File: src/design/adc_mode_regs.vh
// Overview of operation
// (RL1) Three-bit gain field picks one of six full-scale ranges, 6.144 V to 0.256 V.
// (RL2) One code step weighs the full-scale span over two to the sixteenth.
// (RL3) All timing comes from an internal 1 MHz tick; data rate scales with it.
// (RL4) Temperature select bit set converts the internal sensor instead of inputs.
// (RL5) Temperature result is 14 bits, left-justified in the 16-bit word, MSB first.
// (RL6) Temperature step is 0.03125 C, negatives in two's complement.
// (RL7) Power-up reset loads every configuration bit with its default.
// (RL8) After start-up the converter sits powered down, logic active, no conversions.
// (RL9) Mode bit one selects single-shot with power-down; zero selects continuous.
// (RL10) Powered down in single-shot, config writes still work until start bit written.
// (RL11) Writing start powers up, clears start bit, runs exactly one conversion.
// (RL12) Single-shot returns to power-down once the result is ready.
// (RL13) Start written during a running conversion is ignored, not queued.
// (RL14) Continuous mode stores each result and starts the next conversion at once.
// (RL15) Leaving continuous needs mode written to one or reset; then single-shot power-down.
// (RL16) Host may duty-cycle single-shot conversions at any interval it likes.
// (RL17) Serial link carries reads, writes and control over chip select and three lines.
// (RL18) Modulator sampling clock is the 1 MHz oscillator divided by four.
// (RL19) Continuous conversions finish at the programmed rate; reads see the latest.
// (RL20) Every completed conversion raises a new-data pulse for the serial logic.
`ifndef ADC_MODE_REGS_VH
`define ADC_MODE_REGS_VH

// Clocking
`define ADC_CLK_FREQ_HZ      250000000
`define ADC_OSC_FREQ_HZ      1000000
`define ADC_OSC_DIV          (`ADC_CLK_FREQ_HZ / `ADC_OSC_FREQ_HZ)
`define ADC_MOD_DIV          4

// Configuration defaults
`define ADC_MODE_RST         1'b1
`define ADC_START_RST        1'b0
`define ADC_GAIN_RST         3'h2
`define ADC_TEMP_SEL_RST     1'b0
`define ADC_RATE_RST         3'h4

// Gain field codes
`define ADC_GAIN_6V144       3'h0
`define ADC_GAIN_4V096       3'h1
`define ADC_GAIN_2V048       3'h2
`define ADC_GAIN_1V024       3'h3
`define ADC_GAIN_0V512       3'h4

// Full-scale span, microvolts (peak of the +/- range)
`define ADC_SPAN_6V144       23'h5D_C000
`define ADC_SPAN_4V096       23'h3E_8000
`define ADC_SPAN_2V048       23'h1F_4000
`define ADC_SPAN_1V024       23'h0F_A000
`define ADC_SPAN_0V512       23'h07_D000
`define ADC_SPAN_0V256       23'h03_E800

// Code weight in sixteenths of a microvolt
`define ADC_LSB_6V144        12'hB_B8
`define ADC_LSB_4V096        12'h7_D0
`define ADC_LSB_2V048        12'h3_E8
`define ADC_LSB_1V024        12'h1_F4
`define ADC_LSB_0V512        12'h0_FA
`define ADC_LSB_0V256        12'h0_7D

// Modulator samples per conversion, per data-rate code
`define ADC_DECIM_R0         15'h7A12
`define ADC_DECIM_R1         15'h3D09
`define ADC_DECIM_R2         15'h1E84
`define ADC_DECIM_R3         15'h0F42
`define ADC_DECIM_R4         15'h07A1
`define ADC_DECIM_R5         15'h03E8
`define ADC_DECIM_R6         15'h020E
`define ADC_DECIM_R7         15'h0122

// Scale factor 2^31 / samples, per data-rate code
`define ADC_SCALE_R0         23'h01_0C6F
`define ADC_SCALE_R1         23'h02_18DE
`define ADC_SCALE_R2         23'h04_31D2
`define ADC_SCALE_R3         23'h08_63A4
`define ADC_SCALE_R4         23'h10_C748
`define ADC_SCALE_R5         23'h20_C49B
`define ADC_SCALE_R6         23'h3E_4BEC
`define ADC_SCALE_R7         23'h70_FE08

// Result clipping and temperature justification
`define ADC_CODE_POS_FS      16'h7FFF
`define ADC_CODE_NEG_FS      16'h8000
`define ADC_TEMP_PAD         2

`endif

File: src/design/adc_conversion_mode_control.v
`timescale 1ns/1ps
`include "adc_mode_regs.vh"

module adc_conversion_mode_control #(
	// Clock cycles per oscillator tick; lowered only to shorten simulation runs
	parameter OSC_DIV = `ADC_OSC_DIV
) (
	// Clock and reset
	input  wire        clk_i,
	input  wire        nrst_i,
	// Configuration write from the serial logic (same clock)
	input  wire        cfg_wr_i,
	input  wire        mode_i,
	input  wire        single_shot_start_i,
	input  wire [2:0]  gain_range_select_i,
	input  wire        temp_sensor_select_i,
	input  wire [2:0]  data_rate_i,
	// Modulator bitstream from the analog core (asynchronous)
	input  wire        mod_bit_i,
	// Configuration readback
	output reg         mode_o,
	output reg         single_shot_start_o,
	output reg  [2:0]  gain_range_select_o,
	output reg         temp_sensor_select_o,
	output reg  [2:0]  data_rate_o,
	// Analog core control
	output reg         powered_up_o,
	output reg         mod_clk_en_o,
	output reg  [2:0]  pga_gain_o,
	output reg         sense_temp_o,
	output reg  [22:0] full_scale_span_o,
	output reg  [11:0] lsb_weight_o,
	// Result to the serial logic
	output reg  [15:0] result_o,
	output reg         new_data_o,
	output reg         busy_o
);

	////////////////////////////////////////////////////////////////////////
	// Timing enables and input synchronisation

	wire osc_tick;
	wire mod_tick;

	osc_tick_divider #(
		.OSC_DIV    (OSC_DIV)
	) u_div (
		.clk_i      (clk_i),
		.nrst_i     (nrst_i),
		.osc_tick_o (osc_tick),
		.mod_tick_o (mod_tick)
	);

	reg mod_meta_reg;
	reg mod_sync_reg;

	always @(posedge clk_i or negedge nrst_i) begin
		if (!nrst_i) begin
			mod_meta_reg <= 1'b0;
			mod_sync_reg <= 1'b0;
		end else begin
			mod_meta_reg <= mod_bit_i;
			mod_sync_reg <= mod_meta_reg;
		end
	end

	////////////////////////////////////////////////////////////////////////
	// Configuration register

	localparam ST_PWRDN   = 1'b0;
	localparam ST_CONVERT = 1'b1;

	reg        state_reg;
	reg        state_next;
	wire       start_req;
	wire       cont_req;

	// A start is taken only from power-down; a start written while busy is dropped
	assign start_req = cfg_wr_i && single_shot_start_i && mode_i
		&& (state_reg == ST_PWRDN); // RL10 RL13
	// Continuous mode restarts from power-down by itself, no start bit needed
	assign cont_req  = (mode_o == 1'b0) && (state_reg == ST_PWRDN);

	always @(posedge clk_i or negedge nrst_i) begin
		if (!nrst_i) begin
			mode_o               <= `ADC_MODE_RST; // RL7
			single_shot_start_o  <= `ADC_START_RST;
			gain_range_select_o  <= `ADC_GAIN_RST;
			temp_sensor_select_o <= `ADC_TEMP_SEL_RST;
			data_rate_o          <= `ADC_RATE_RST;
		end else begin
			if (cfg_wr_i) begin // RL17
				mode_o               <= mode_i; // RL9
				gain_range_select_o  <= gain_range_select_i;
				temp_sensor_select_o <= temp_sensor_select_i;
				data_rate_o          <= data_rate_i;
			end
			// Start bit never stays set: the conversion launches on the write
			single_shot_start_o <= 1'b0; // RL11
		end
	end

	////////////////////////////////////////////////////////////////////////
	// Settings for the conversion about to start

	// A start arrives in the same write as its settings, so take them from
	// the write itself rather than from the readback that is still loading
	wire [2:0] start_rate;
	wire [2:0] start_gain;
	wire       start_temp;

	assign start_rate = start_req ? data_rate_i : data_rate_o;
	assign start_gain = start_req ? gain_range_select_i : gain_range_select_o;
	assign start_temp = start_req ? temp_sensor_select_i : temp_sensor_select_o;

	////////////////////////////////////////////////////////////////////////
	// Range and code weight

	always @(posedge clk_i or negedge nrst_i) begin
		if (!nrst_i) begin
			full_scale_span_o <= `ADC_SPAN_2V048;
			lsb_weight_o      <= `ADC_LSB_2V048;
		end else begin
			// Codes above the 0.512 V setting all fold onto 0.256 V
			case (gain_range_select_o) // RL1 RL2
			`ADC_GAIN_6V144: begin
				full_scale_span_o <= `ADC_SPAN_6V144;
				lsb_weight_o      <= `ADC_LSB_6V144;
			end
			`ADC_GAIN_4V096: begin
				full_scale_span_o <= `ADC_SPAN_4V096;
				lsb_weight_o      <= `ADC_LSB_4V096;
			end
			`ADC_GAIN_2V048: begin
				full_scale_span_o <= `ADC_SPAN_2V048;
				lsb_weight_o      <= `ADC_LSB_2V048;
			end
			`ADC_GAIN_1V024: begin
				full_scale_span_o <= `ADC_SPAN_1V024;
				lsb_weight_o      <= `ADC_LSB_1V024;
			end
			`ADC_GAIN_0V512: begin
				full_scale_span_o <= `ADC_SPAN_0V512;
				lsb_weight_o      <= `ADC_LSB_0V512;
			end
			default: begin
				full_scale_span_o <= `ADC_SPAN_0V256;
				lsb_weight_o      <= `ADC_LSB_0V256;
			end
			endcase
		end
	end

	////////////////////////////////////////////////////////////////////////
	// Decimation table for the latched data rate

	reg  [2:0]  rate_reg;
	reg  [14:0] decim_len;
	reg  [22:0] scale_k;

	always @* begin
		case (rate_reg) // RL19
		3'h0: begin
			decim_len = `ADC_DECIM_R0;
			scale_k   = `ADC_SCALE_R0;
		end
		3'h1: begin
			decim_len = `ADC_DECIM_R1;
			scale_k   = `ADC_SCALE_R1;
		end
		3'h2: begin
			decim_len = `ADC_DECIM_R2;
			scale_k   = `ADC_SCALE_R2;
		end
		3'h3: begin
			decim_len = `ADC_DECIM_R3;
			scale_k   = `ADC_SCALE_R3;
		end
		3'h4: begin
			decim_len = `ADC_DECIM_R4;
			scale_k   = `ADC_SCALE_R4;
		end
		3'h5: begin
			decim_len = `ADC_DECIM_R5;
			scale_k   = `ADC_SCALE_R5;
		end
		3'h6: begin
			decim_len = `ADC_DECIM_R6;
			scale_k   = `ADC_SCALE_R6;
		end
		default: begin
			decim_len = `ADC_DECIM_R7;
			scale_k   = `ADC_SCALE_R7;
		end
		endcase
	end

	////////////////////////////////////////////////////////////////////////
	// Filter: count ones, then map to a signed full-scale code

	reg  [14:0] samp_cnt_reg;
	reg  [14:0] ones_reg;
	reg         temp_reg;
	wire [14:0] ones_now;
	wire        last_samp;
	wire signed [16:0] diff;
	wire signed [40:0] prod;
	wire signed [24:0] scaled;
	reg  [15:0] code;

	// Ones density to signed code: 2*ones - N spans -N..+N and 2^31/N scales
	// that to +/-2^15; the top end lands one past 7FFF and is clipped below
	assign ones_now  = ones_reg + {14'h0000, mod_sync_reg};
	assign last_samp = mod_tick && (samp_cnt_reg == decim_len - 15'h0001);
	assign diff      = $signed({1'b0, ones_now, 1'b0}) - $signed({2'b00, decim_len});
	assign prod      = diff * $signed({1'b0, scale_k});
	assign scaled    = prod[40:16];

	always @* begin
		if (scaled > $signed({9'h000, `ADC_CODE_POS_FS}))
			code = `ADC_CODE_POS_FS;
		else if (scaled < $signed({9'h1FF, `ADC_CODE_NEG_FS}))
			code = `ADC_CODE_NEG_FS;
		else
			code = scaled[15:0];
		// Temperature: 14-bit two's complement at 0.03125 C, left-justified
		if (temp_reg)
			code = {code[15:`ADC_TEMP_PAD], 2'b00}; // RL5 RL6
	end

	////////////////////////////////////////////////////////////////////////
	// Conversion sequencer

	always @* begin
		state_next = state_reg;
		case (state_reg)
		ST_PWRDN: begin
			if (start_req || cont_req)
				state_next = ST_CONVERT; // RL11
		end
		default: begin
			// Mode set to one aborts continuous running straight to power-down
			if (cfg_wr_i && mode_i && !mode_o)
				state_next = ST_PWRDN; // RL15
			else if (last_samp && mode_o)
				state_next = ST_PWRDN; // RL12
		end
		endcase
	end

	always @(posedge clk_i or negedge nrst_i) begin
		if (!nrst_i) begin
			state_reg    <= ST_PWRDN; // RL8
			rate_reg     <= `ADC_RATE_RST;
			temp_reg     <= `ADC_TEMP_SEL_RST;
			samp_cnt_reg <= 15'h0000;
			ones_reg     <= 15'h0000;
			result_o     <= 16'h0000;
			new_data_o   <= 1'b0;
			powered_up_o <= 1'b0;
			mod_clk_en_o <= 1'b0;
			busy_o       <= 1'b0;
			pga_gain_o   <= `ADC_GAIN_RST;
			sense_temp_o <= `ADC_TEMP_SEL_RST;
		end else begin
			state_reg    <= state_next;
			new_data_o   <= 1'b0;
			powered_up_o <= (state_next == ST_CONVERT);
			busy_o       <= (state_next == ST_CONVERT);
			mod_clk_en_o <= (state_next == ST_CONVERT) && osc_tick;
			if (state_reg == ST_PWRDN && state_next == ST_CONVERT) begin
				// Settings are frozen for the whole conversion
				rate_reg     <= start_rate;
				temp_reg     <= start_temp;
				pga_gain_o   <= start_gain;
				sense_temp_o <= start_temp; // RL4
				samp_cnt_reg <= 15'h0000;
				ones_reg     <= 15'h0000;
			end else if (state_reg == ST_CONVERT && mod_tick) begin
				if (last_samp) begin
					result_o     <= code; // RL14 RL19
					new_data_o   <= 1'b1; // RL20
					samp_cnt_reg <= 15'h0000;
					ones_reg     <= 15'h0000;
					// Next continuous conversion picks up fresh settings
					rate_reg     <= data_rate_o;
					temp_reg     <= temp_sensor_select_o;
					pga_gain_o   <= gain_range_select_o;
					sense_temp_o <= temp_sensor_select_o;
				end else begin
					samp_cnt_reg <= samp_cnt_reg + 15'h0001;
					ones_reg     <= ones_now;
				end
			end
		end
	end

endmodule // adc_conversion_mode_control

File: src/design/osc_tick_divider.v
`timescale 1ns/1ps
`include "adc_mode_regs.vh"

module osc_tick_divider #(
	// Clock cycles per oscillator tick
	parameter OSC_DIV = `ADC_OSC_DIV
) (
	// Clock and reset
	input  wire       clk_i,
	input  wire       nrst_i,
	// Derived enables
	output reg        osc_tick_o,
	output reg        mod_tick_o
);

	localparam integer OSC_LAST_I = OSC_DIV - 1;
	localparam integer MOD_LAST_I = `ADC_MOD_DIV - 1;
	localparam [7:0]   OSC_LAST   = OSC_LAST_I[7:0];
	localparam [1:0]   MOD_LAST   = MOD_LAST_I[1:0];

	reg [7:0] osc_cnt_reg;
	reg [1:0] mod_cnt_reg;

	// 1 MHz tick from the 250 MHz clock, modulator tick every fourth one
	always @(posedge clk_i or negedge nrst_i) begin
		if (!nrst_i) begin
			osc_cnt_reg <= 8'h00;
			mod_cnt_reg <= 2'h0;
			osc_tick_o  <= 1'b0;
			mod_tick_o  <= 1'b0;
		end else begin
			osc_tick_o <= 1'b0;
			mod_tick_o <= 1'b0;
			if (osc_cnt_reg == OSC_LAST) begin
				osc_cnt_reg <= 8'h00;
				osc_tick_o  <= 1'b1; // RL3
				if (mod_cnt_reg == MOD_LAST) begin
					mod_cnt_reg <= 2'h0;
					mod_tick_o  <= 1'b1; // RL18
				end else begin
					mod_cnt_reg <= mod_cnt_reg + 2'h1;
				end
			end else begin
				osc_cnt_reg <= osc_cnt_reg + 8'h01;
			end
		end
	end

endmodule // osc_tick_divider

File: config.mk
export PLATFORM = sky130hd
export DESIGN_NAME = adc_conversion_mode_control
export DESIGN_NICKNAME = d
export VERILOG_FILES = /design/src/design/adc_conversion_mode_control.v /design/src/design/osc_tick_divider.v
export VERILOG_INCLUDE_DIRS = /design/src /design/src/design
export SDC_FILE = /design/constraint.sdc
export NUM_CORES = 1
export LEC_CHECK = 0
export BUFFER_PORTS_ARGS = -buffer_cell sky130_fd_sc_hd__buf_2
export CAP_MARGIN = 30
export CORE_ASPECT_RATIO = 2
export CORE_UTILIZATION = 59
export CTS_BUF_LIST = sky130_fd_sc_hd__clkbuf_16
export CTS_CLUSTER_DIAMETER = 120
export DETAILED_ROUTE_END_ITERATION = 12
export GPL_ROUTABILITY_DRIVEN = 0
export HOLD_SLACK_MARGIN = 0.03
export PLACE_DENSITY = 0.81
export SETUP_SLACK_MARGIN = 0.4
export SYNTH_ARGS = -nofsm -noshare
export SYNTH_HDL_FRONTEND = slang
export SYNTH_SLANG_ARGS = --single-unit
File: constraint.sdc
create_clock -name clk_i -period 10.3 [get_ports clk_i]
set_input_delay 0.515 -clock clk_i [delete_from_list [all_inputs] [get_ports clk_i]]
set_output_delay 0.515 -clock clk_i [all_outputs]
set_load 0.02 [all_outputs]
Word-level counts from Yosys, hierarchy flattened
Index checks and enable logic that the tools add are counted.
{"block": "totals", "out_inout_bits": 68, "ff_bits": 113}
{"block": "classes", "n_mul": 1, "n_reduce_logical": 19, "n_addsub": 6, "n_mux": 37, "bitwise_logic": 3, "eq_ne": 13, "order_cmp": 2}
{"op": "$pmux 23 s7", "n": 1}
{"op": "$pmux 23 s5", "n": 1}
{"op": "$pmux 15 s7", "n": 1}
{"op": "$mux 15", "n": 6}
{"op": "$pmux 12 s5", "n": 1}
{"op": "$mul 17x24->41", "n": 1}
{"op": "$mux 16", "n": 2}
{"op": "$gt 25x16->1 const B", "n": 1}
{"op": "$lt 25x16->1 const B", "n": 1}
{"op": "$mux 3", "n": 8}
{"op": "$sub 16x15->17", "n": 1}
{"op": "$add 15x1->15", "n": 1}
{"op": "$add 15x1->15 const B", "n": 1}
{"op": "$eq 15x15->1", "n": 1}
{"op": "$sub 15x1->15 const B", "n": 1}
{"op": "$mux 1", "n": 14}
{"op": "$eq 3x2->1 const B", "n": 4}
{"op": "$eq 3x3->1 const B", "n": 4}
{"op": "$logic_and 1x1->1", "n": 11}
{"op": "$add 8x1->8 const B", "n": 1}
{"op": "$eq 8x8->1 const B", "n": 1}
{"op": "$mux 8", "n": 1}
{"op": "$eq 3x1->1 const B", "n": 2}
{"op": "$logic_not 3->1", "n": 2}
{"op": "9 further kinds", "n": 13}

Logic depth before layout (Yosys ltp)
{"block": "logic_depth", "word_depth": 12, "ltp_mapped": 45, "ltp_nobuf": 39}

By module
From an unflattened synthesis, not the netlist that was laid out.
{"block": "hier_totals", "hier_cells": 2116, "area_unflattened_um2": 18231.2}
{"mod": "adc_conversion_mode_control", "seq_area_each_um2": 1965.6, "cells_each": 2067, "instances": 1, "area_per_inst_um2": 17644.4}
{"mod": "osc_tick_divider", "seq_area_each_um2": 300.3, "cells_each": 49, "instances": 1, "area_per_inst_um2": 586.8}

Worst setup path before layout
Ideal clock, no wire load.
{"block": "synth_path", "kind": "register -> register", "from": "reg rate_reg[1]", "to": "reg result_o[12]", "n_path_buf": 7, "t_arrival_ns": 10.182, "setup_slack_ns": 0.039, "stages_incl_launch_ff": 43, "path_cell_list": "dfrtp_1 buf_2 buf_2 nor3_2 clkinv_1 nand2_1 clkbuf_1 nor2_1 fa_1 a21o_1 a21oi_1 nand2b_1 a211oi_1 o21a_1 o21ai_1 a21oi_2 o31a_1 buf_2 [... 7 more ...] fa_1 fa_1 inv_1 fa_1 inv_1 ha_1 clkbuf_1 nand4_1 nor4_1 nand2_1 o21ai_0 a22o_1 o22ai_1 or4_4 nor4_4 a21oi_2 buf_6 o22ai_2"}
{"block": "synth_between", "elab_chain_len": 12}
{"item": "start: declaration", "line": "adc_conversion_mode_control.v:157", "rtl": "reg [2:0] rate_reg;"}
{"item": "start signal: assignment", "line": "adc_conversion_mode_control.v:254", "rtl": "rate_reg <= `ADC_RATE_RST;"}
{"item": "start signal: assignment", "line": "adc_conversion_mode_control.v:273", "rtl": "rate_reg <= start_rate;"}
{"item": "start signal: assignment", "line": "adc_conversion_mode_control.v:286", "rtl": "rate_reg <= data_rate_o;"}
{"item": "parallel branches: the longest is 12 deep, another holds $mul 17x24->41"}
{"item": "end signal: assignment", "line": "adc_conversion_mode_control.v:281", "rtl": "result_o <= code;"}
{"item": "end: declaration", "line": "adc_conversion_mode_control.v:34", "rtl": "output reg [15:0] result_o,"}
Parallel ways; which one is timed is not known.
A chain may end at the register's enable or synchronous reset.

Worst setup path in the final report
{"block": "layout_path", "from": "reg rate_reg[2]", "to": "reg result_o[14]"}
Same word-level chain as after synthesis.

==> out/results.ini <==
[setup_path]
end_kind=flip-flop
cp_slowest_stage_delay_ns=0.66
cp.required_ns=10.59
critical_path_class=reg -> reg
cp.arrival_ns=10.11
worstPathMaxFanout=13
timing.rr.end=result_o[14]
crit_slowest_cell=dfstp_2
reg2reg_slack_ns=0.47
worstSetupStartpointType=flip-flop
cp_common_cell=fa_1
reg2reg_from=rate_reg[2]
r2r_cells=35

[cells_and_area]
syn2layout_area_growth_pct=10.1
nets=2735
largest_register_ffs=16
stdcell_count=2675
ff_latch_area_um2=2270
fill_cells=2397
drive_gt1_share_pct=14.3
fin_area_um2=20500
n_antenna_cell=0
multi_input_area_um2=14600

[floorplanning]
num_rows=91
io_pins=81
dieArea_um2=32400
die_y_um=253
start_util_pct=60.2
die_w_um=128
coreArea_um2=31000

[placement]
dp.cells=2629
placed_cell_area_um2=19500
numPortBuffers=68
hpwl_mm=43.6

[sta]
hold_viol=0
fin_crit_sh_pct=95.4
slew_headroom_pct=34.0
rsz0062_at_grt=true
fmaxAchievable_mhz=102
holdWs_ns=0.0445
tightest_slew_ns=0.989
timing.final.setup_violations=0
drv_slew=0
tns_ns=0
period_needed_ns=9.83
skew_ns=0.0142

[detailed_routing]
vias=16400
vias_per_cell=6.12
wirelength_mm=57.0
dr.pass1.iters=9
drc=0
routedWlPerCell_um=21.3
ant_nets=0
drt_iter0_drc=1373

[synthesis]
synth_commonest_cells=inv_1 (420), fa_1 (314), nand2_1 (307), nor2_1 (182), ha_1 (156)
yosysSeqAreaShare_pct=12.2
async_reset_ff_share_pct=100
yosysUniqueCellTypes=85
synth_enable_flop_cells=0
ys_ff_latch=90
synth_flop_cell=dfrtp_1
yosys-top-cells-area=fa_1 (34%), dfrtp_1 (11%), ha_1 (10%)
synth.avg_cell_area_um2=8.52
yosys_warnings=0
yosysMostFrequentCell=inv_1
synth_top_area_share_pct=33.7
syn-instance-count=2188
yosysTopAreaCell=fa_1
synthesis.area_um2=18600

[job]
cap_violations=0

[cts]
clk_latency_ns=0.37
root_buffer=clkbuf_16
tritoncts.num_buffers=9
clock-sinks=90
h-tree-depth=3
cts_tree=done
clk_pin_slew_ns=0.07
cts_buffer_depth=2

[global_routing]
antenna_found_initial=0
grt_pass1_wl_mm=87.8
grt.overflow.total=0
grt_start_max_net_pins=65
track_usage_pct=36.3
grt_pass1_vias=17200

[hold_path]
hp-class=in -> async

[outcome]
status=finished, final reports clean

worst max-delay path by stage:
stage                     start      endpoint  slack (ns)  cells past startpoint
floorplan           rate_reg[1]  result_o[12]        0.43                     42
global placement    rate_reg[2]  result_o[14]        0.15                     35
detailed placement  rate_reg[2]  result_o[14]       -0.15                     36
CTS                 rate_reg[2]  result_o[14]        0.39                     35
global route        rate_reg[2]  result_o[14]        0.18                     36
finish              rate_reg[2]  result_o[14]        0.47                     35
cell type report:
cell class                 instances  area share (%)
clock inverter                     7           0.378
inverter                         427            7.83
timing repair buffer             171            5.90
multi-input combinational       1553            71.2
sequential                        90            11.0
clock buffer                       9            1.10
tap                              418            2.55
critical path: cells and delay by family, from the launching register on:
family	cells	cell delay, ns
flops	1	0.66
buf+inv	5	0.59
fa+ha+maj	8	3.71
compound gates	14	2.81
simple gates	8	1.95
cell usage in the layout, fill, tap and decap left out, drive strengths merged, types with 3 or more instances in the layout:
| cell type | synthesis | layout |
|---|---|---|
| a211oi | 15 | 15 |
| a21boi | 3 | 3 |
| a21o | 17 | 17 |
| a21oi | 62 | 62 |
| a22o | 16 | 16 |
| a311o | 16 | 16 |
| a311oi | 11 | 11 |
| a31oi | 28 | 28 |
| and2 | 30 | 30 |
| and3 | 18 | 18 |
| buf | 44 | 169 |
| clkbuf | 93 | 11 |
| clkinv | 3 | 4 |
| conb | 1 | 20 |
| dfrtp | 79 | 79 |
| dfstp | 11 | 11 |
| fa | 314 | 314 |
| ha | 156 | 156 |
| inv | 424 | 427 |
| mux2 | 9 | 9 |
| mux2i | 8 | 8 |
| nand2 | 309 | 309 |
| nand2b | 14 | 14 |
| nand3 | 33 | 33 |
| nand4 | 16 | 16 |
| nor2 | 182 | 182 |
| nor2b | 6 | 6 |
| nor3 | 45 | 45 |
| nor4 | 6 | 6 |
| o211ai | 15 | 15 |
| o21a | 6 | 6 |
| o21ai | 66 | 66 |
| o21bai | 3 | 3 |
| o22ai | 7 | 7 |
| o31ai | 5 | 5 |
| or2 | 12 | 12 |
| or3 | 8 | 8 |
| or3b | 3 | 3 |
| xnor2 | 35 | 35 |
| xor2 | 29 | 29 |
routing by layer:
layer	track usage, %	vias up	share of wire (%)
met5	0	-	0
met4	33.9	0	11
met3	6.44	429	8.0
met2	63.3	1002	51
met1	36.2	7986	30
li1	-	6963	-
repair_timing:
item,4_1_cts,5_1_grt
endpoints found under the setup margin,15,16
gates resized for setup,13,93
endpoints found under the hold margin,0,0
gates cloned,0,3
pin swaps,3,47
setup buffers,3,21
hold buffers,0,0
stage by stage:
step	utilization [%]	setup slack, ns
5_1_grt	66.3	0.176
6_report	66.3	0.471
2_1_floorplan	-	0.426
4_1_cts	64.3	0.394
3_3_place_gp	62.9	0.148
3_5_place_dp	63.0	-0.149
cells by family after synthesis:
group / share of synthesized area [%]
simple gates: 16.5
buf+inv: 12.1
fa+ha+maj: 44.2
compound gates: 10.8
flops: 12.2
xor+xnor: 3.05
mux: 1.09
other cells: 0.0201
Power is not shown: default switching activity piles up to over one toggle a cycle in this logic, so the estimate is an artifact.
